## src/iiec_pkg.sv

```systemverilog
// Shared constants for the input interrupt and event configuration block
package iiec_pkg;
  // ****************************************************
  // Register offsets
  // ****************************************************
  localparam logic [7:0] ADDR_POL_A   = 8'h1B; // Polarity, inputs 1-6
  localparam logic [7:0] ADDR_POL_B   = 8'h1C; // Polarity, inputs 7-11
  localparam logic [7:0] ADDR_ROUTE_A = 8'h1D; // Event route, inputs 1-6
  localparam logic [7:0] ADDR_ROUTE_B = 8'h1E; // Event route, inputs 7-11
  localparam logic [7:0] ADDR_GATE_A  = 8'h1F; // Irq gate, inputs 1-6
  localparam logic [7:0] ADDR_GATE_B  = 8'h20; // Irq gate, inputs 7-11
  // ****************************************************
  // Field layout and reset values
  // ****************************************************
  localparam int         NUM_IN       = 11;    // Inputs 1..11
  localparam int         NUM_A        = 6;     // Inputs held in the A registers
  localparam int         NUM_B        = 5;     // Inputs held in the B registers
  localparam int         IDX_W        = 4;     // Width of an input index
  localparam logic [7:0] REG_RESET    = 8'h00; // Reset value of every register
  localparam logic [7:0] READ_ZERO    = 8'h00; // Unmapped and reserved read value
endpackage : iiec_pkg

```

## src/iiec_input_cell.sv

```systemverilog
// One general-purpose input: level detect, sticky flag and event pending bit
`timescale 1ns/10ps
module iiec_input_cell (
  input  wire logic clk_i,      // System clock
  input  wire logic rst_i,      // Asynchronous reset, active high
  input  wire logic row_i,      // Row pin level
  input  wire logic polarity_i, // 1 = active high, 0 = active low
  input  wire logic route_i,    // 1 = event mode
  input  wire logic clear_i,    // Flag clear request
  input  wire logic grant_i,    // Pending event taken
  output logic      active_o,   // Pin at its configured level
  output logic      flag_o,     // Sticky interrupt flag
  output logic      pending_o   // Event waiting for the FIFO
);
  // ****************************************************
  // Level condition
  // ****************************************************
  logic prev_ff;    // Level condition one cycle ago
  logic flag_ff;    // Sticky flag
  logic pending_ff; // Event pending

  // Polarity selects which pin level counts as active
  assign active_o  = polarity_i ? row_i : ~row_i;
  assign flag_o    = flag_ff;
  // Leaving event mode hides a stale pending bit before it clears
  assign pending_o = pending_ff & route_i;

  // Previous level for change detection
  always_ff @(posedge clk_i or posedge rst_i) begin
    if (rst_i) begin
      prev_ff <= 1'b0;
    end else begin
      prev_ff <= active_o;
    end
  end

  // Flag sets while the level holds outside event mode; set beats clear
  always_ff @(posedge clk_i or posedge rst_i) begin
    if (rst_i) begin
      flag_ff <= 1'b0;
    end else if (active_o && !route_i) begin
      flag_ff <= 1'b1;
    end else if (clear_i) begin
      flag_ff <= 1'b0;
    end
  end

  // Activity in event mode queues one event; new activity beats grant
  always_ff @(posedge clk_i or posedge rst_i) begin
    if (rst_i) begin
      pending_ff <= 1'b0;
    end else if (route_i && (active_o != prev_ff)) begin
      pending_ff <= 1'b1;
    end else if (grant_i || !route_i) begin
      pending_ff <= 1'b0;
    end
  end
endmodule : iiec_input_cell

```

## src/iiec_top.sv

```systemverilog
// Input interrupt polarity, event routing and summary interrupt gating
// What this block does
// - Polarity bits 0-4 for inputs 7-11
// - Flag sets while row pin at level, not in event mode
// - Polarity bits 0-5 for inputs 1-6
// - Event route bits 0-5, inputs 1-6
// - Event route bits 0-4, inputs 7-11
// - Event mode activity raises event interrupt
// - Event mode never raises summary interrupt
// - Event mode inputs eligible for unlock
// - Gate bits 0-5 pass flags to summary
// - Gate bit zero blocks that input's flag
// - Gate bits 0-4 for inputs 7-11
`timescale 1ns/10ps
module iiec_top #(
  parameter int NUM_IN = iiec_pkg::NUM_IN // Number of inputs
) (
  input  wire logic                      clk_i,               // System clock
  input  wire logic                      rst_i,               // Async reset, high
  input  wire logic [NUM_IN-1:0]         row_i,               // Row pins 0..10
  input  wire logic [7:0]                reg_addr_i,          // Register address
  input  wire logic                      reg_wr_i,            // Write strobe
  input  wire logic [7:0]                reg_wdata_i,         // Write data
  input  wire logic                      reg_rd_i,            // Read strobe
  output logic      [7:0]                reg_rdata_o,         // Read data
  output logic                           reg_hit_o,           // Address is mapped
  input  wire logic [NUM_IN-1:0]         flag_clear_i,        // Flag clear requests
  output logic [NUM_IN-1:0]              irq_flag_o,          // Per-input flags
  output logic                           summary_input_irq_o, // Summary interrupt
  output logic                           event_valid_o,       // Event to FIFO
  output logic [iiec_pkg::IDX_W:0]       event_code_o,        // {level, index}
  input  wire logic                      event_ready_i,       // FIFO accepts
  output logic                           event_irq_o,         // Event interrupt pulse
  output logic [NUM_IN-1:0]              unlock_src_o         // Unlock-eligible inputs
);
  localparam int NA = iiec_pkg::NUM_A;
  localparam int NB = iiec_pkg::NUM_B;
  localparam int IW = iiec_pkg::IDX_W;

  // ****************************************************
  // Register decode
  // ****************************************************
  logic [NUM_IN-1:0] pol_ff;     // Polarity bits
  logic [NUM_IN-1:0] route_ff;   // Event route bits
  logic [NUM_IN-1:0] gate_ff;    // Interrupt gate bits
  logic [7:0]        rdata_ff;   // Registered read data

  // True when the address selects the given register
  function automatic logic sel(input logic [7:0] addr, input logic [7:0] ofs);
    sel = (addr == ofs);
  endfunction : sel

  assign reg_hit_o = sel(reg_addr_i, iiec_pkg::ADDR_POL_A)   |
                     sel(reg_addr_i, iiec_pkg::ADDR_POL_B)   |
                     sel(reg_addr_i, iiec_pkg::ADDR_ROUTE_A) |
                     sel(reg_addr_i, iiec_pkg::ADDR_ROUTE_B) |
                     sel(reg_addr_i, iiec_pkg::ADDR_GATE_A)  |
                     sel(reg_addr_i, iiec_pkg::ADDR_GATE_B);

  // Polarity registers; only implemented bits are stored
  always_ff @(posedge clk_i or posedge rst_i) begin
    if (rst_i) begin
      pol_ff <= NUM_IN'(iiec_pkg::REG_RESET);
    end else if (reg_wr_i && sel(reg_addr_i, iiec_pkg::ADDR_POL_A)) begin
      pol_ff[NA-1:0] <= reg_wdata_i[NA-1:0];
    end else if (reg_wr_i && sel(reg_addr_i, iiec_pkg::ADDR_POL_B)) begin
      pol_ff[NUM_IN-1:NA] <= reg_wdata_i[NB-1:0];
    end
  end

  // Event route registers
  always_ff @(posedge clk_i or posedge rst_i) begin
    if (rst_i) begin
      route_ff <= NUM_IN'(iiec_pkg::REG_RESET);
    end else if (reg_wr_i && sel(reg_addr_i, iiec_pkg::ADDR_ROUTE_A)) begin
      route_ff[NA-1:0] <= reg_wdata_i[NA-1:0];
    end else if (reg_wr_i && sel(reg_addr_i, iiec_pkg::ADDR_ROUTE_B)) begin
      route_ff[NUM_IN-1:NA] <= reg_wdata_i[NB-1:0];
    end
  end

  // Interrupt gate registers
  always_ff @(posedge clk_i or posedge rst_i) begin
    if (rst_i) begin
      gate_ff <= NUM_IN'(iiec_pkg::REG_RESET);
    end else if (reg_wr_i && sel(reg_addr_i, iiec_pkg::ADDR_GATE_A)) begin
      gate_ff[NA-1:0] <= reg_wdata_i[NA-1:0];
    end else if (reg_wr_i && sel(reg_addr_i, iiec_pkg::ADDR_GATE_B)) begin
      gate_ff[NUM_IN-1:NA] <= reg_wdata_i[NB-1:0];
    end
  end

  // Read mux; reserved bits and unmapped addresses give zero
  always_ff @(posedge clk_i or posedge rst_i) begin
    if (rst_i) begin
      rdata_ff <= iiec_pkg::READ_ZERO;
    end else if (reg_rd_i) begin
      rdata_ff <= iiec_pkg::READ_ZERO;
      if (sel(reg_addr_i, iiec_pkg::ADDR_POL_A))   rdata_ff[NA-1:0] <= pol_ff[NA-1:0];
      if (sel(reg_addr_i, iiec_pkg::ADDR_POL_B))   rdata_ff[NB-1:0] <= pol_ff[NUM_IN-1:NA];
      if (sel(reg_addr_i, iiec_pkg::ADDR_ROUTE_A)) rdata_ff[NA-1:0] <= route_ff[NA-1:0];
      if (sel(reg_addr_i, iiec_pkg::ADDR_ROUTE_B)) rdata_ff[NB-1:0] <= route_ff[NUM_IN-1:NA];
      if (sel(reg_addr_i, iiec_pkg::ADDR_GATE_A))  rdata_ff[NA-1:0] <= gate_ff[NA-1:0];
      if (sel(reg_addr_i, iiec_pkg::ADDR_GATE_B))  rdata_ff[NB-1:0] <= gate_ff[NUM_IN-1:NA];
    end
  end
  assign reg_rdata_o = rdata_ff;

  // ****************************************************
  // Per-input cells
  // ****************************************************
  logic [NUM_IN-1:0] active;  // Level condition met
  logic [NUM_IN-1:0] flag;    // Sticky flags
  logic [NUM_IN-1:0] pending; // Events waiting
  logic [NUM_IN-1:0] grant;   // One-hot event take

  genvar gi;
  generate
    for (gi = 0; gi < NUM_IN; gi++) begin : g_in
      iiec_input_cell u_cell (
        .clk_i      (clk_i),
        .rst_i      (rst_i),
        .row_i      (row_i[gi]),
        .polarity_i (pol_ff[gi]),
        .route_i    (route_ff[gi]),
        .clear_i    (flag_clear_i[gi]),
        .grant_i    (grant[gi]),
        .active_o   (active[gi]),
        .flag_o     (flag[gi]),
        .pending_o  (pending[gi])
      );
    end
  endgenerate
  assign irq_flag_o   = flag;
  assign unlock_src_o = route_ff;

  // ****************************************************
  // Summary interrupt
  // ****************************************************
  logic              summary_ff;   // Registered summary
  logic [NUM_IN-1:0] contrib;      // Inputs driving the summary

  // Flag, level and gate all needed; event mode inputs excluded
  assign contrib = flag & active & gate_ff & ~route_ff;

  // Summary follows the gated flags one cycle later
  always_ff @(posedge clk_i or posedge rst_i) begin
    if (rst_i) begin
      summary_ff <= 1'b0;
    end else begin
      summary_ff <= |contrib;
    end
  end
  assign summary_input_irq_o = summary_ff;

  // ****************************************************
  // Event output to the FIFO
  // ****************************************************
  logic          evv_ff;    // Event valid
  logic [IW:0]   code_ff;   // Event code
  logic          evirq_ff;  // Event interrupt pulse
  logic          load;      // Take a pending event
  logic [IW-1:0] pick;      // Lowest pending index

  // Lowest numbered pending input wins
  always_comb begin
    pick  = '0;
    grant = '0;
    for (int i = NUM_IN - 1; i >= 0; i--) begin
      if (pending[i]) pick = IW'(i);
    end
    if (load) grant[pick] = 1'b1;
  end
  assign load = (|pending) && (!evv_ff || event_ready_i);

  // Output slot stalls while the FIFO refuses
  always_ff @(posedge clk_i or posedge rst_i) begin
    if (rst_i) begin
      evv_ff  <= 1'b0;
      code_ff <= '0;
    end else if (load) begin
      evv_ff  <= 1'b1;
      code_ff <= {active[pick], pick};
    end else if (event_ready_i) begin
      evv_ff  <= 1'b0;
    end
  end

  // Each queued event raises the event interrupt
  always_ff @(posedge clk_i or posedge rst_i) begin
    if (rst_i) begin
      evirq_ff <= 1'b0;
    end else begin
      evirq_ff <= load;
    end
  end
  assign event_valid_o = evv_ff;
  assign event_code_o  = code_ff;
  assign event_irq_o   = evirq_ff;
endmodule : iiec_top

```

## config.mk

```make
export PLATFORM = sky130hd
export DESIGN_NAME = iiec_top
export DESIGN_NICKNAME = d
export VERILOG_FILES = /design/src/iiec_pkg.sv /design/src/iiec_input_cell.sv /design/src/iiec_top.sv
export SDC_FILE = /design/constraint.sdc
export NUM_CORES = 1
export LEC_CHECK = 0
export ABC_CLOCK_PERIOD_IN_PS = 3350
export BUFFER_PORTS_ARGS = -buffer_cell sky130_fd_sc_hd__buf_2
export CAP_MARGIN = 10
export CORE_MARGIN = 3
export CORE_UTILIZATION = 53
export CTS_BUF_LIST = sky130_fd_sc_hd__clkbuf_8 sky130_fd_sc_hd__clkbuf_16
export DETAILED_ROUTE_END_ITERATION = 8
export PLACE_DENSITY = 0.78
export SYNTH_ARGS = -nofsm -noshare
export SYNTH_HDL_FRONTEND = slang
export SYNTH_SLANG_ARGS = --single-unit
```

## constraint.sdc

```tcl
create_clock -name clk_i -period 3.35 [get_ports clk_i]
set_clock_uncertainty 0.05 [all_clocks]
set_input_delay 1.005 -clock clk_i [delete_from_list [all_inputs] [get_ports clk_i]]
set_output_delay 1.005 -clock clk_i [all_outputs]
set_load 0.05 [all_outputs]
```

# Word level (Yosys, flattened, before mapping)
# Cells that the tools add are included.
word_totals:
  register_bits: 80
  latchBits: 0
  ramBits: 0
  romBits: 0
  inputBits: 43
  output_inout_bits: 39
  elab_cells: 258
  n_memories: 0
classes:
  addsub: 0
  n_mul: 0
  div_mod_pow: 0
  n_lt_le_gt_ge: 2
  eq_ne: 17
  shift: 0
  mux: 79
  bitwise_logic: 34
  n_reduce_logical: 82
ops:
  columns: ["cell", "n"]
  rows:
  - ["$mux W1", 59]
  - ["$reduce_bool A2 Y1", 23]
  - ["$mux W4", 11]
  - ["$eq A8 B5 Y1 const B", 5]
  - ["$and A11 B11 Y11", 3]
  - ["$logic_and A1 B1 Y1", 30]
  - ["$reduce_or A11 Y1", 2]
  - ["$mux W6", 3]
  - ["$mux W5", 3]
  - ["$not A1 Y1", 14]
  - ["$logic_not A1 Y1", 12]
  - ["$logic_or A1 B1 Y1", 12]
  - ["$and A1 B1 Y1", 11]
  - ["$mux W11", 1]
  - ["$ne A1 B1 Y1", 11]
  - ["$not A11 Y11", 1]
  - ["$eq A8 B6 Y1 const B", 1]
  - ["$reduce_and A2 Y1", 3]
  - ["$lt A4 B5 Y1 const B", 1]
  - ["$or A1 B1 Y1", 5]
  - ["$bmux W1 S4", 1]
  - ["$demux W1 S4", 1]
  - ["$ge A4 B1 Y1 const B", 1]

# Longest topological paths before layout
# Gate-level depths: netlist of the first run.
depth:
  ltp_word: 20
  depth_mapped: 8

# Hierarchy
# Synthesis of the first run repeated with hierarchy kept, for this count alone.
hier_totals:
  cells_unflattened: 379
  hier_area_um2: 4160.2
modules_own_cells:
  columns: ["mod", "n_inst", "cells_each", "area_per_inst_um2", "seq_area_each_um2"]
  rows:
  - ["iiec_top", 1, 247, 2563.7, 1176.1]
  - ["iiec_input_cell", 11, 12, 145.1, 75.1]

# Worst setup path before layout of the first run
# Ideal clock, no wire load.
synth_timing:
  kind: "input-to-output"
  startpoint: "in reg_addr_i[2]"
  endpoint: "out reg_hit_o"
  arrival_ns: 2.272
  path_slack_ns: 0.023
  path_stages: 4
  cell_sequence: "buf_2 buf_1 a21oi_1 o21bai_1"
synth_between:
  elab_chain_cells: 6
  word_cells_on_any_way: 11
synth_lines:
  columns: ["element", "line_no", "rtl"]
  rows:
  - ["start, declared", "iiec_top.sv:21", "input wire logic [7:0] reg_addr_i,"]
  - ["$eq A8 B5 Y1", "iiec_top.sv:50", "sel = (addr == ofs);"]
  - ["$or A1 B1 Y1", "iiec_top.sv:53", "assign reg_hit_o = sel(reg_addr_i, iiec_pkg::ADDR_POL_A) |"]
  - ["$or A1 B1 Y1", "iiec_top.sv:54", "sel(reg_addr_i, iiec_pkg::ADDR_POL_B) |"]
  - ["$or A1 B1 Y1", "iiec_top.sv:55", "sel(reg_addr_i, iiec_pkg::ADDR_ROUTE_A) |"]
  - ["$or A1 B1 Y1", "iiec_top.sv:56", "sel(reg_addr_i, iiec_pkg::ADDR_ROUTE_B) |"]
  - ["$or A1 B1 Y1 (*)", "iiec_top.sv:57", "sel(reg_addr_i, iiec_pkg::ADDR_GATE_A) |"]
  - ["end, declared", "iiec_top.sv:26", "output logic reg_hit_o,"]
# Every way passes the cells marked *; elsewhere a longest branch is shown, timed or not.

# Final worst setup path of the first run
layout_timing:
  startpoint: "in reg_addr_i[1]"
  endpoint: "out reg_hit_o"
# The elaborated chain is that of the path after synthesis.

==> out/qor.txt, run 1 <==
STATUS
----------------------------------------------------------------------------
Outcome .......................................................    completed

SYNTH
----------------------------------------------------------------------------
Cells taking the most area after synthesis .................... dfrtp_1 (50%), mux2_2 (10%), buf_4 (4.5%), nand2_1 (4.1%), xor2_1 (3.3%)
Post-Synthesis Cells ..........................................          384
Area of the mapped netlist ....................................    3999 um^2
Fraction of the yosys area taken by sequential cells ..........       0.5006
Post-synthesis async set-or-reset flop share ..................        1.000
Count of yosys warnings during synthesis ......................            0
Flop and latch count out of synthesis .........................           80
Cell taking the most area after synthesis .....................      dfrtp_1
Cell with the most instances after synthesis ..................      dfrtp_1
Number of synthesized flops with an enable pin ................            0
Synthesized area divided by synthesized cell count ............   10.41 um^2
Primary flip-flop cell chosen by synthesis mapping ............      dfrtp_1
Post-synth top cells .......................................... dfrtp_1 (80), nand2_1 (44), mux2_2 (36)
Top-area cell type share of the netlist area ..................       0.5006
Distinct cell type count of the synthesized netlist ...........           51

STA
----------------------------------------------------------------------------
Highest clock frequency the design can meet ...................    328.9 MHz
Post-route minimum period .....................................      3040 ps
Smallest setup slack after layout .............................     310.0 ps
Slew HR .......................................................       0.5485
Share of the clock period used by the worst path after layout .       0.9075
Fin. Hold Viols ...............................................            0
Final setup violation count ...................................            0
Final setup TNS ...............................................         0 ps
Max Transition Viols Final ....................................            0
RSZ-0062 raised after global routing ..........................        false
Slew of the pin with the lowest slew margin ...................     676.4 ps

GRT
----------------------------------------------------------------------------
Overall Global Routing Usage ..................................       0.2424
Residual overflow from global routing .........................            0
Pin count of the biggest net entering global routing ..........           39
Vias in the first global route ................................         3249
Wire length of the first global-routing pass ..................     16.12 mm
Initial antenna violation count ...............................            0

WORST SETUP PATH
----------------------------------------------------------------------------
Kind of capture point of the worst setup path ................. primary output
Biggest fanout along the worst timing path ....................            2
Type of the worst setup path ..................................       in2out
Worst path required time ......................................      2290 ps
Critical path startpoint category .............................    input pin
WP data arrival ...............................................      1990 ps

CLOCKING
----------------------------------------------------------------------------
Largest buffer count on any clock path ........................            2
Number of setup buffers added after CTS .......................            0
Worst-path clk slew ...........................................        80 ps
CTS tree ......................................................          yes
Deepest level of the CTS H-tree ...............................            3
Cts-stage hold buffer count ...................................            0
Number of gates given a new drive strength after cts ..........            0
CTS buffer count ..............................................            9
Clock latency on the worst-skew pair ..........................       360 ps
Sink count of the clock tree ..................................           80
Clock Root Buffer .............................................     clkbuf_8

ROUTING
----------------------------------------------------------------------------
Via total after detailed routing ..............................         3140
Met3 wire length ..............................................       634 um
DRC Markers ...................................................            0
Final WL ......................................................     9.765 mm
Met2 wire len .................................................     4.719 mm
Via density per instance ......................................        5.658
Detailed Routing Iterations Pass 1 ............................            5
Iteration-0 DRC Markers .......................................          185
Highest metal used ............................................         met4
Routed wire length per instance ...............................     17.59 um
Final antenna-violating net count .............................            0
Routed metal-1 wire length ....................................     4.055 mm

PLACED DESIGN
----------------------------------------------------------------------------
Buffers added on ports ........................................           77
RD Place Congestion ...........................................       0.8834
Post-placement setup slack ....................................     316.6 ps
Half-perimeter wire length of the detailed placement result ...     7.304 mm

POWER
----------------------------------------------------------------------------
Static Leakage ................................................     2.258 nW
PwrDens ....................................................... 517.4 nW/um^2
Total power ...................................................     2.354 mW
Peak supply drop ..............................................     242.5 uV

DIE
----------------------------------------------------------------------------
Starting density of the core ..................................       0.5484
# rows ........................................................           31
Total Die Area ................................................    8623 um^2
Number of top-level design ports ..............................           82
Die width .....................................................     92.86 um
Core Region ...................................................    7292 um^2
Vert. Die Dim .................................................     92.86 um

LAYOUT
----------------------------------------------------------------------------
Multi-input gate area in the final layout .....................    1682 um^2
Sequential cell area in the final layout ......................    2002 um^2
Fraction of layout cells with a size suffix above 1 ...........       0.3202
Synth-to-Final Area Change ....................................       13.77%
Count of inserted antenna diode cells .........................            0
Layout Nets ...................................................          494
Filler instances ..............................................          677

WORST HOLD PATH
----------------------------------------------------------------------------
Worst Hold Class ..............................................      reg2reg

FLOW RUN
----------------------------------------------------------------------------
Number of maximum-capacitance constraint violations ...........            0

cells by family (layout without fill, tap and decap cells):
family          after synthesis  in the layout  synth area share
compound gates               85             85            0.1411
xor+xnor                     22             22           0.04819
buf+inv                      58            129           0.07979
flops                        80             80            0.5006
mux                          41             41            0.1139
other cells                   1              2         0.0009378
simple gates                 97             97            0.1155
metal layers:
layer  global-route usage  up-vias
met5                    0        -
met4               0.1148        0
met3              0.04955       29
met2               0.3851      149
met1               0.3179     1503
li1                     -     1459
critical path: stages:
cell      delay [ps]
buf_2            100
nor4_1           240
and4_1           230
o21bai_1         110
buf_2            290
cells in the final DEF (no fill, tap or decap), types with 15 or more instances in the layout:
cell     count
o22ai_1     15
nand2_1     44
o21ai_0     15
dfrtp_1     80
a21oi_1     17
xor2_1      15
inv_1       27
nor2_1      18
buf_2       77
mux2_2      36
per-stage QoR:
stage / util / std cells / cell area [um^2] / hold WS [ps]
floorplan: - / 385 / 4003 / 442.7
global placement: 0.6000 / 539 / 4375 / 406.0
detailed placement: 0.6000 / 539 / 4375 / 410.6
CTS: 0.6239 / 555 / 4549 / 429.8
global route: 0.6239 / 555 / 4549 / 477.4
finish: 0.6239 / 555 / 4549 / 424.9
report_power, final:
group / switching, mW / internal (mW)
Combinational: 0.418 / 0.174
Clock: 0.358 / 0.284
Sequential: 0.0689 / 1.05
Total: 0.845 / 1.51
layout make-up:
class | count | share of cell area
Clock inverter | 6 | 0.007976
Multi-Input combinational cell | 247 | 0.3696
Sequential cell | 80 | 0.4400
Tap cell | 99 | 0.02723
Clock buffer | 10 | 0.03025
Timing Repair Buffer | 86 | 0.1023
Inverter | 27 | 0.02255
final timing paths:
path / startpoint / slack, ps / cells past startpoint / to
max in group asynchronous: rst_i / 1940 / 3 / gate_ff[6]$_DFFE_PP0P_
worst max register to register: unlock_src_o[5]$_DFFE_PP0P_ / 1040 / 7 / event_code_o[4]$_DFFE_PP0P_
worst min register to register: event_code_o[2]$_DFFE_PP0P_ / 420 / 2 / event_code_o[2]$_DFFE_PP0P_
worst min-delay path: event_code_o[2]$_DFFE_PP0P_ / 420 / 2 / event_code_o[2]$_DFFE_PP0P_
worst max-delay path: reg_addr_i[1] / 310 / 5 / reg_hit_o
min in group asynchronous: rst_i / 670 / 2 / g_in[0].u_cell.prev_ff$_DFF_PP0_
flip-flops by register name, indices dropped and copies added, names as in the netlist:
register,cells
event_valid_o,1
gate_ff,11
pol_ff,11
g_in.u_cell.flag_o,11
event_irq_o,1
g_in.u_cell.pending_ff,11
unlock_src_o,11
reg_rdata_o,6
summary_input_irq_o,1
event_code_o,5
g_in.u_cell.prev_ff,11
Power figures use the tool's default switching activity.
==> inputs of run 2 (changes only) <==
--- a/config.mk
+++ b/config.mk
@@ -12,7 +12,9 @@
 export CORE_UTILIZATION = 53
 export CTS_BUF_LIST = sky130_fd_sc_hd__clkbuf_8 sky130_fd_sc_hd__clkbuf_16
 export DETAILED_ROUTE_END_ITERATION = 8
-export PLACE_DENSITY = 0.78
+export MAX_ROUTING_LAYER = met4
+export PLACE_DENSITY = 0.77
 export SYNTH_ARGS = -nofsm -noshare
 export SYNTH_HDL_FRONTEND = slang
+export SYNTH_HIERARCHICAL = 1
 export SYNTH_SLANG_ARGS = --single-unit
==> out/qor.txt, run 2 <==
GRT
------------------------------------------------------------------------------
Wire length of the first global-routing pass ....................     16.08 mm   -0.22%
Pin count of the biggest net entering global routing ............           21   -46%
Overall Global Routing Usage ....................................       0.2468   +0.004393
Residual overflow from global routing ...........................            0   unchanged
Initial antenna violation count .................................            0   unchanged
Vias in the first global route ..................................         3089   -4.9%

SYNTH
------------------------------------------------------------------------------
Combinational family with the most area after synthesis ......... simple AND/OR/NAND/NOR gates
Synth Area in XOR/XNOR ..........................................      0.08602   +0.03783
Post-synthesis async set-or-reset flop share ....................        1.000   unchanged
Fraction of the yosys area taken by sequential cells ............       0.4812   -0.01942
Adder and majority cell fraction of the synthesized area ........            0   unchanged
Post-Synthesis Cells ............................................          379   -1.3%
Simple-gate share of the synthesized area .......................       0.1639   +0.04845
Distinct cell type count of the synthesized netlist .............           50   -2.0%
Post-synth top cells ............................................ dfrtp_1 (80), inv_1 (38), mux2_2 (34)
Primary flip-flop cell chosen by synthesis mapping ..............      dfrtp_1
Cells taking the most area after synthesis ...................... dfrtp_1 (48%), mux2_2 (9.2%), xor3_1 (6.3%), inv_1 (3.4%), nand2_1 (2.8%)
Top-area cell type share of the netlist area ....................       0.4812   -0.01942
Number of synthesized flops with an enable pin ..................            0   unchanged
Synthesized area divided by synthesized cell count ..............   10.98 um^2   +5.4%
Flop and latch count out of synthesis ...........................           80   unchanged
Cell with the most instances after synthesis ....................      dfrtp_1
Count of yosys warnings during synthesis ........................            6   +6
Synthesized-area fraction occupied by ao, oa, aoi and oai cells .       0.1077   -0.03344
Cell taking the most area after synthesis .......................      dfrtp_1
Mux share of post-synthesis cell area ...........................       0.1137   -0.0002082
Area of the mapped netlist ......................................    4160 um^2   +4.0%

LAYOUT
------------------------------------------------------------------------------
Count of inserted antenna diode cells ...........................            0   unchanged
Filler instances ................................................          613   -9.5%
Synth-to-Final Area Change ......................................       17.38%
Fraction of layout cells with a size suffix above 1 .............       0.3085   -0.01166
Layout Nets .....................................................          509   +3.0%
Commonest cells after routing, fill and taps aside .............. dfrtp_1 (80), buf_2 (77), inv_1 (39), mux2_2 (34), nand2_1 (31)
Core occupancy in the finished layout ...........................       0.6557   +0.03186
Most common cell after layout, fill and taps aside ..............      dfrtp_1

DIE
------------------------------------------------------------------------------
Starting density of the core ....................................       0.5586   +0.01025
Vert. Die Dim ...................................................     94.60 um   +1.9%
# rows ..........................................................           31   unchanged
Core Region .....................................................    7447 um^2   +2.1%
Die width .......................................................     94.60 um   +1.9%
Number of top-level design ports ................................           82   unchanged
Total Die Area ..................................................    8948 um^2   +3.8%

WORST SETUP PATH
------------------------------------------------------------------------------
WP data arrival .................................................      1960 ps   -30 ps
Kind of capture point of the worst setup path ................... primary output
Critical path startpoint category ...............................    input pin
Worst path required time ........................................      2290 ps   about the same
Biggest fanout along the worst timing path ......................            2   unchanged
Type of the worst setup path ....................................       in2out

STA
------------------------------------------------------------------------------
Highest clock frequency the design can meet .....................    332.1 MHz   +0.96%
Post-route minimum period .......................................      3011 ps   -29.01 ps
Slew HR .........................................................       0.5867   +0.03815
Share of the clock period used by the worst path after layout ...       0.8988   -0.008660
Final hold slack ................................................     441.3 ps   +16.37 ps
Max Transition Viols Final ......................................            0   unchanged
RSZ-0062 raised after global routing ............................        false
Fin. Hold Viols .................................................            0   unchanged
Slew of the pin with the lowest slew margin .....................     604.3 ps   -72.07 ps
Final setup TNS .................................................         0 ps   unchanged
Final setup violation count .....................................            0   unchanged

CLOCKING
------------------------------------------------------------------------------
Clock latency on the worst-skew pair ............................       350 ps   about the same
Worst-path clk slew .............................................        80 ps   about the same
CTS buffer count ................................................            9   unchanged
Clock Root Buffer ...............................................     clkbuf_8
Largest buffer count on any clock path ..........................            2   unchanged
Cts-stage hold buffer count .....................................            0   unchanged
Deepest level of the CTS H-tree .................................            3   unchanged
Number of gates given a new drive strength after cts ............            0   unchanged
Sink count of the clock tree ....................................           80   unchanged
CTS tree ........................................................          yes
Number of setup buffers added after CTS .........................            0   unchanged

POWER
------------------------------------------------------------------------------
PwrDens ......................................................... 457.7 nW/um^2   -12%
Static Leakage ..................................................     2.435 nW   +7.8%
Peak supply drop ................................................     288.5 uV   +19%

STATUS
------------------------------------------------------------------------------
Outcome .........................................................    completed

ROUTING
------------------------------------------------------------------------------
Via density per instance ........................................        5.612   -0.81%
Via total after detailed routing ................................         3193   +1.7%
Iteration-0 DRC Markers .........................................          186   +0.54%
Routed wire length per instance .................................     17.77 um   +1.0%
Detailed Routing Iterations Pass 1 ..............................            5   unchanged
Final WL ........................................................     10.11 mm   +3.6%
Final antenna-violating net count ...............................            0   unchanged
DRC Markers .....................................................            0   unchanged

WORST HOLD PATH
------------------------------------------------------------------------------
Worst Hold Class ................................................      reg2reg

PLACED DESIGN
------------------------------------------------------------------------------
RD Place Congestion .............................................       0.9013   +2.0%
Half-perimeter wire length of the detailed placement result .....     7.746 mm   +6.1%
Buffers added on ports ..........................................           77   unchanged

FLOW RUN
------------------------------------------------------------------------------
Number of maximum-capacitance constraint violations .............            0   unchanged

==> run 2: changes by cell type after synthesis, sizes merged, moves of 12 or more <==
cell and delta:
xor2 -15, buf -24, o22ai -15, inv +12, nand2 -13, nand2b +17
==> run 2: kinds of logic after synthesis <==
| kind of cell | after synthesis |
|---|---|
| compound gates | 64 |
| xor+xnor | 22 |
| buf+inv | 49 |
| flops | 80 |
| mux | 43 |
| other cells | 1 |
| simple gates | 120 |
==> run 2: per-layer routing <==
metal / GRT usage / part of all wire / vias to the layer above
li1: - / - / 1489
met1: 0.3491 / 0.45 / 1567
met2: 0.3712 / 0.47 / 124
met3: 0.03108 / 0.059 / 13
met4: 0.08534 / 0.014 / 0
met5: - / 0 / -
==> run 2: final timing paths <==
path | slack [ps] | cells past startpoint | end | from
max in group asynchronous | 1880 | 3 | pol_ff[0]$_DFFE_PP0P_ | rst_i
min in group asynchronous | 640 | 2 | g_in[5].u_cell/prev_ff$_DFF_PP0_ | rst_i
hold reg to reg | 440 | 2 | event_code_o[0]$_DFFE_PP0P_ | event_code_o[0]$_DFFE_PP0P_
setup / recovery | 340 | 5 | reg_hit_o | reg_addr_i[2]
hold / removal | 440 | 2 | event_code_o[0]$_DFFE_PP0P_ | event_code_o[0]$_DFFE_PP0P_
setup reg to reg | 870 | 7 | g_in[9].u_cell/pending_ff$_DFFE_PP0P_ | unlock_src_o[3]$_DFFE_PP0P_
==> run 2: report_power, final <==
group	leakage [nW]	switching (mW)	total [mW]	internal, mW
combinational	1.29	0.279	0.434	0.155
sequential	1.04	0.0554	1.09	1.03
clock	0.108	0.335	0.713	0.377
==> run 2: worst max-delay path: stages <==
cell and delay [ps]:
buf_2 110, nor4b_1 280, and3_1 220, a21o_1 90, buf_2 250
==> run 2: layout make-up <==
| class | count | area, um^2 | area share |
|---|---|---|---|
| Sequential cell | 80 | 2002 | 0.4099 |
| Clock inverter | 4 | 46.29 | 0.009480 |
| Tap cell | 99 | 123.9 | 0.02537 |
| Timing Repair Buffer | 85 | 445.4 | 0.09121 |
| Multi-Input combinational cell | 251 | 1968 | 0.4030 |
| Inverter | 39 | 146.4 | 0.02998 |
| Clock buffer | 11 | 151.4 | 0.03100 |
==> run 2: through the flow <==
| step | setup WS (ps) | total power [mW] | instance area, um^2 | std cells |
|---|---|---|---|---|
| 4_1_cts | 350.6 | 2.245 | 4883 | 569 |
| 3_3_place_gp | 380.8 | 1.531 | 4686 | 554 |
| 2_1_floorplan | 191.9 | 1.410 | 4164 | 380 |
| 6_report | 339.0 | 2.235 | 4883 | 569 |
| 5_1_grt | 264.8 | 2.324 | 4883 | 569 |
| 3_5_place_dp | 354.8 | 1.544 | 4686 | 554 |
==> inputs of run 3 (changes only) <==
--- a/config.mk
+++ b/config.mk
@@ -8,6 +8,7 @@
 export ABC_CLOCK_PERIOD_IN_PS = 3350
 export BUFFER_PORTS_ARGS = -buffer_cell sky130_fd_sc_hd__buf_2
 export CAP_MARGIN = 10
+export CORE_ASPECT_RATIO = 1.25
 export CORE_MARGIN = 3
 export CORE_UTILIZATION = 53
 export CTS_BUF_LIST = sky130_fd_sc_hd__clkbuf_8 sky130_fd_sc_hd__clkbuf_16
==> out/qor.txt, run 3 (same netlist as run 2, synthesis figures left out) <==
STATUS
----------------------------------------------------------------------------
Outcome .......................................................    completed

ROUTING
----------------------------------------------------------------------------
Iteration-0 DRC Markers .......................................          225   +21%
Final antenna-violating net count .............................            0   unchanged
Via total after detailed routing ..............................         3170   -0.72%
Detailed Routing Iterations Pass 1 ............................            4   -1
Final WL ......................................................     10.32 mm   +2.1%
Via density per instance ......................................        5.641   +0.52%
DRC Markers ...................................................            0   unchanged
Routed wire length per instance ...............................     18.37 um   +3.3%

STA
----------------------------------------------------------------------------
Slew of the pin with the lowest slew margin ...................     546.5 ps   -57.87 ps
Slew HR .......................................................       0.6263   +0.03958
RSZ-0062 raised after global routing ..........................        false
Highest clock frequency the design can meet ...................    328.2 MHz   -1.2%
Max Transition Viols Final ....................................            0   unchanged
Smallest setup slack after layout .............................     302.7 ps   -36.32 ps
Fin. Hold Viols ...............................................            0   unchanged
Share of the clock period used by the worst path after layout .       0.9096   +0.01084
Final setup TNS ...............................................         0 ps   unchanged
Final setup violation count ...................................            0   unchanged
Post-route minimum period .....................................      3047 ps   +36.32 ps

DIE
----------------------------------------------------------------------------
Die width .....................................................     85.25 um   -9.9%
Vert. Die Dim .................................................     105.1 um   +11%
Starting density of the core ..................................       0.5556   -0.003080
# rows ........................................................           35   +13%
Number of top-level design ports ..............................           82   unchanged
Core Region ...................................................    7488 um^2   +0.55%
Total Die Area ................................................    8955 um^2   about the same

PLACED DESIGN
----------------------------------------------------------------------------
RD Place Congestion ...........................................       0.8568   -4.9%
Half-perimeter wire length of the detailed placement result ...     7.840 mm   +1.2%
Buffers added on ports ........................................           77   unchanged
Dpl cells .....................................................          546   -1.4%
Post-placement setup slack ....................................     298.5 ps   -56.34 ps

CLOCKING
----------------------------------------------------------------------------
Number of gates given a new drive strength after cts ..........            0   unchanged
CTS tree ......................................................          yes
Clock Root Buffer .............................................     clkbuf_8
Cts-stage hold buffer count ...................................            0   unchanged
Largest buffer count on any clock path ........................            2   unchanged
Sink count of the clock tree ..................................           80   unchanged
Clock latency on the worst-skew pair ..........................       360 ps   about the same
Deepest level of the CTS H-tree ...............................            3   unchanged
Number of setup buffers added after CTS .......................            0   unchanged
Worst-path clk slew ...........................................        70 ps   about the same
CTS buffer count ..............................................            9   unchanged

WORST SETUP PATH
----------------------------------------------------------------------------
Top cell by count, worst path .................................        buf_2
Type of the worst setup path ..................................       in2out
Slowest cell on the critical path .............................        buf_2
Biggest fanout along the worst timing path ....................            6   +4
Delay of the slowest cell on the worst path ...................       260 ps   -20 ps
Ordered cell list for the critical path ....................... buf_2, nor2_1, nand3_1, nor2_4, a21o_1, buf_2
Worst path required time ......................................      2290 ps   about the same
Kind of capture point of the worst setup path ................. primary output
WP data arrival ...............................................      1990 ps   +30 ps
Critical path startpoint category .............................    input pin
Worst r2r src ................................................. unlock_src_o[3]$_DFFE_PP0P_
Reg2reg end ................................................... g_in[10].u_cell/pending_ff$_DFFE_PP0P_
Worst reg2reg path depth ......................................            7   unchanged
Slack of the worst reg-to-reg path ............................       940 ps   +70 ps

POWER
----------------------------------------------------------------------------
Total power ...................................................     2.410 mW   +7.8%
Static Leakage ................................................     2.452 nW   +0.67%
PwrDens ....................................................... 489.6 nW/um^2   +7.0%
Peak supply drop ..............................................     343.3 uV   +19%

WORST HOLD PATH
----------------------------------------------------------------------------
Worst Hold Class ..............................................      reg2reg
Capture endpoint of the worst hold path ....................... event_code_o[2]$_DFFE_PP0P_
Min-delay src ................................................. event_code_o[2]$_DFFE_PP0P_
Cell depth of the worst min-delay path ........................            2   unchanged

GRT
----------------------------------------------------------------------------
Vias in the first global route ................................         3308   +7.1%
Residual overflow from global routing .........................            0   unchanged
Wire length of the first global-routing pass ..................     16.75 mm   +4.1%
Pin count of the biggest net entering global routing ..........           41   +95%
Overall Global Routing Usage ..................................       0.2496   +0.002741
Initial antenna violation count ...............................            0   unchanged

LAYOUT
----------------------------------------------------------------------------
Count of inserted antenna diode cells .........................            0   unchanged
Sequential cell area in the final layout ......................    2002 um^2   unchanged
Most common cell after layout, fill and taps aside ............      dfrtp_1
Multi-input gate area in the final layout .....................    1968 um^2   unchanged
Commonest cells after routing, fill and taps aside ............ dfrtp_1 (80), buf_2 (77), inv_1 (37), mux2_2 (34), nand2_1 (31)
Synth-to-Final Area Change ....................................       18.32%
Filler instances ..............................................          631   +2.9%
Layout Nets ...................................................          508   -0.20%
Non-filler instance count after layout ........................          562   -1.2%
Fraction of layout cells with a size suffix above 1 ...........       0.3128   +0.004255

FLOW RUN
----------------------------------------------------------------------------
Number of maximum-capacitance constraint violations ...........            0   unchanged

run 3: cell types whose count changed in the layout (fill, tap and decap cells not counted):
cell | previous run | this run
buf_4 | 8 | 7
clkbuf_8 | 11 | 10
clkinv_2 | 0 | 1
inv_1 | 39 | 37
inv_8 | 0 | 1
bufinv_16 | 1 | 3
run 3: worst max path at each step:
| stage | start | to | slack, ps | depth (start not counted) |
|---|---|---|---|---|
| global placement | reg_addr_i[1] | reg_hit_o | 350 | 5 |
| detailed placement | reg_addr_i[1] | reg_hit_o | 300 | 5 |
| finish | reg_addr_i[7] | reg_hit_o | 300 | 6 |
| CTS | reg_addr_i[1] | reg_hit_o | 300 | 5 |
| global route | reg_addr_i[1] | reg_hit_o | 190 | 5 |
| floorplan | reg_addr_i[1] | reg_hit_o | 190 | 5 |
run 3: worst max-delay path: cells and delay by family:
kind / cells / cell delay, ps
AO/OA/AOI/OAI: 1 / 150
buffers and inverters: 2 / 360
AND/OR/NAND/NOR: 3 / 480
run 3: layout make-up:
| type | count | share of cell area |
|---|---|---|
| clock buffer | 10 | 0.02796 |
| clock inverter | 6 | 0.02339 |
| inverter | 39 | 0.02974 |
| multi-input combinational | 251 | 0.3998 |
| sequential | 80 | 0.4067 |
| tap | 92 | 0.02339 |
| timing repair buffer | 84 | 0.08897 |
run 3: stage by stage:
| step | hold slack, ps | util | instance area, um^2 |
|---|---|---|---|
| after floorplan | 445.4 | - | 4164 |
| after global placement | 407.3 | 0.6236 | 4669 |
| after detailed placement | 418.2 | 0.6236 | 4669 |
| after CTS | 435.8 | 0.6573 | 4922 |
| after global routing | 469.8 | 0.6573 | 4922 |
| final | 425.9 | 0.6573 | 4922 |
run 3: power breakdown:
part	total (mW)	switching (mW)	internal, mW
clock	0.890	0.369	0.520
combinational	0.431	0.278	0.153
sequential	1.09	0.0560	1.03
total	2.41	0.703	1.71
run 3: routing by layer:
layer,up-vias,part of all wire,GRT usage
met5,-,0,-
met1,1538,0.39,0.2998
li1,1489,-,-
met4,0,0.026,0.1131
met3,27,0.064,0.03943
met2,116,0.52,0.4111
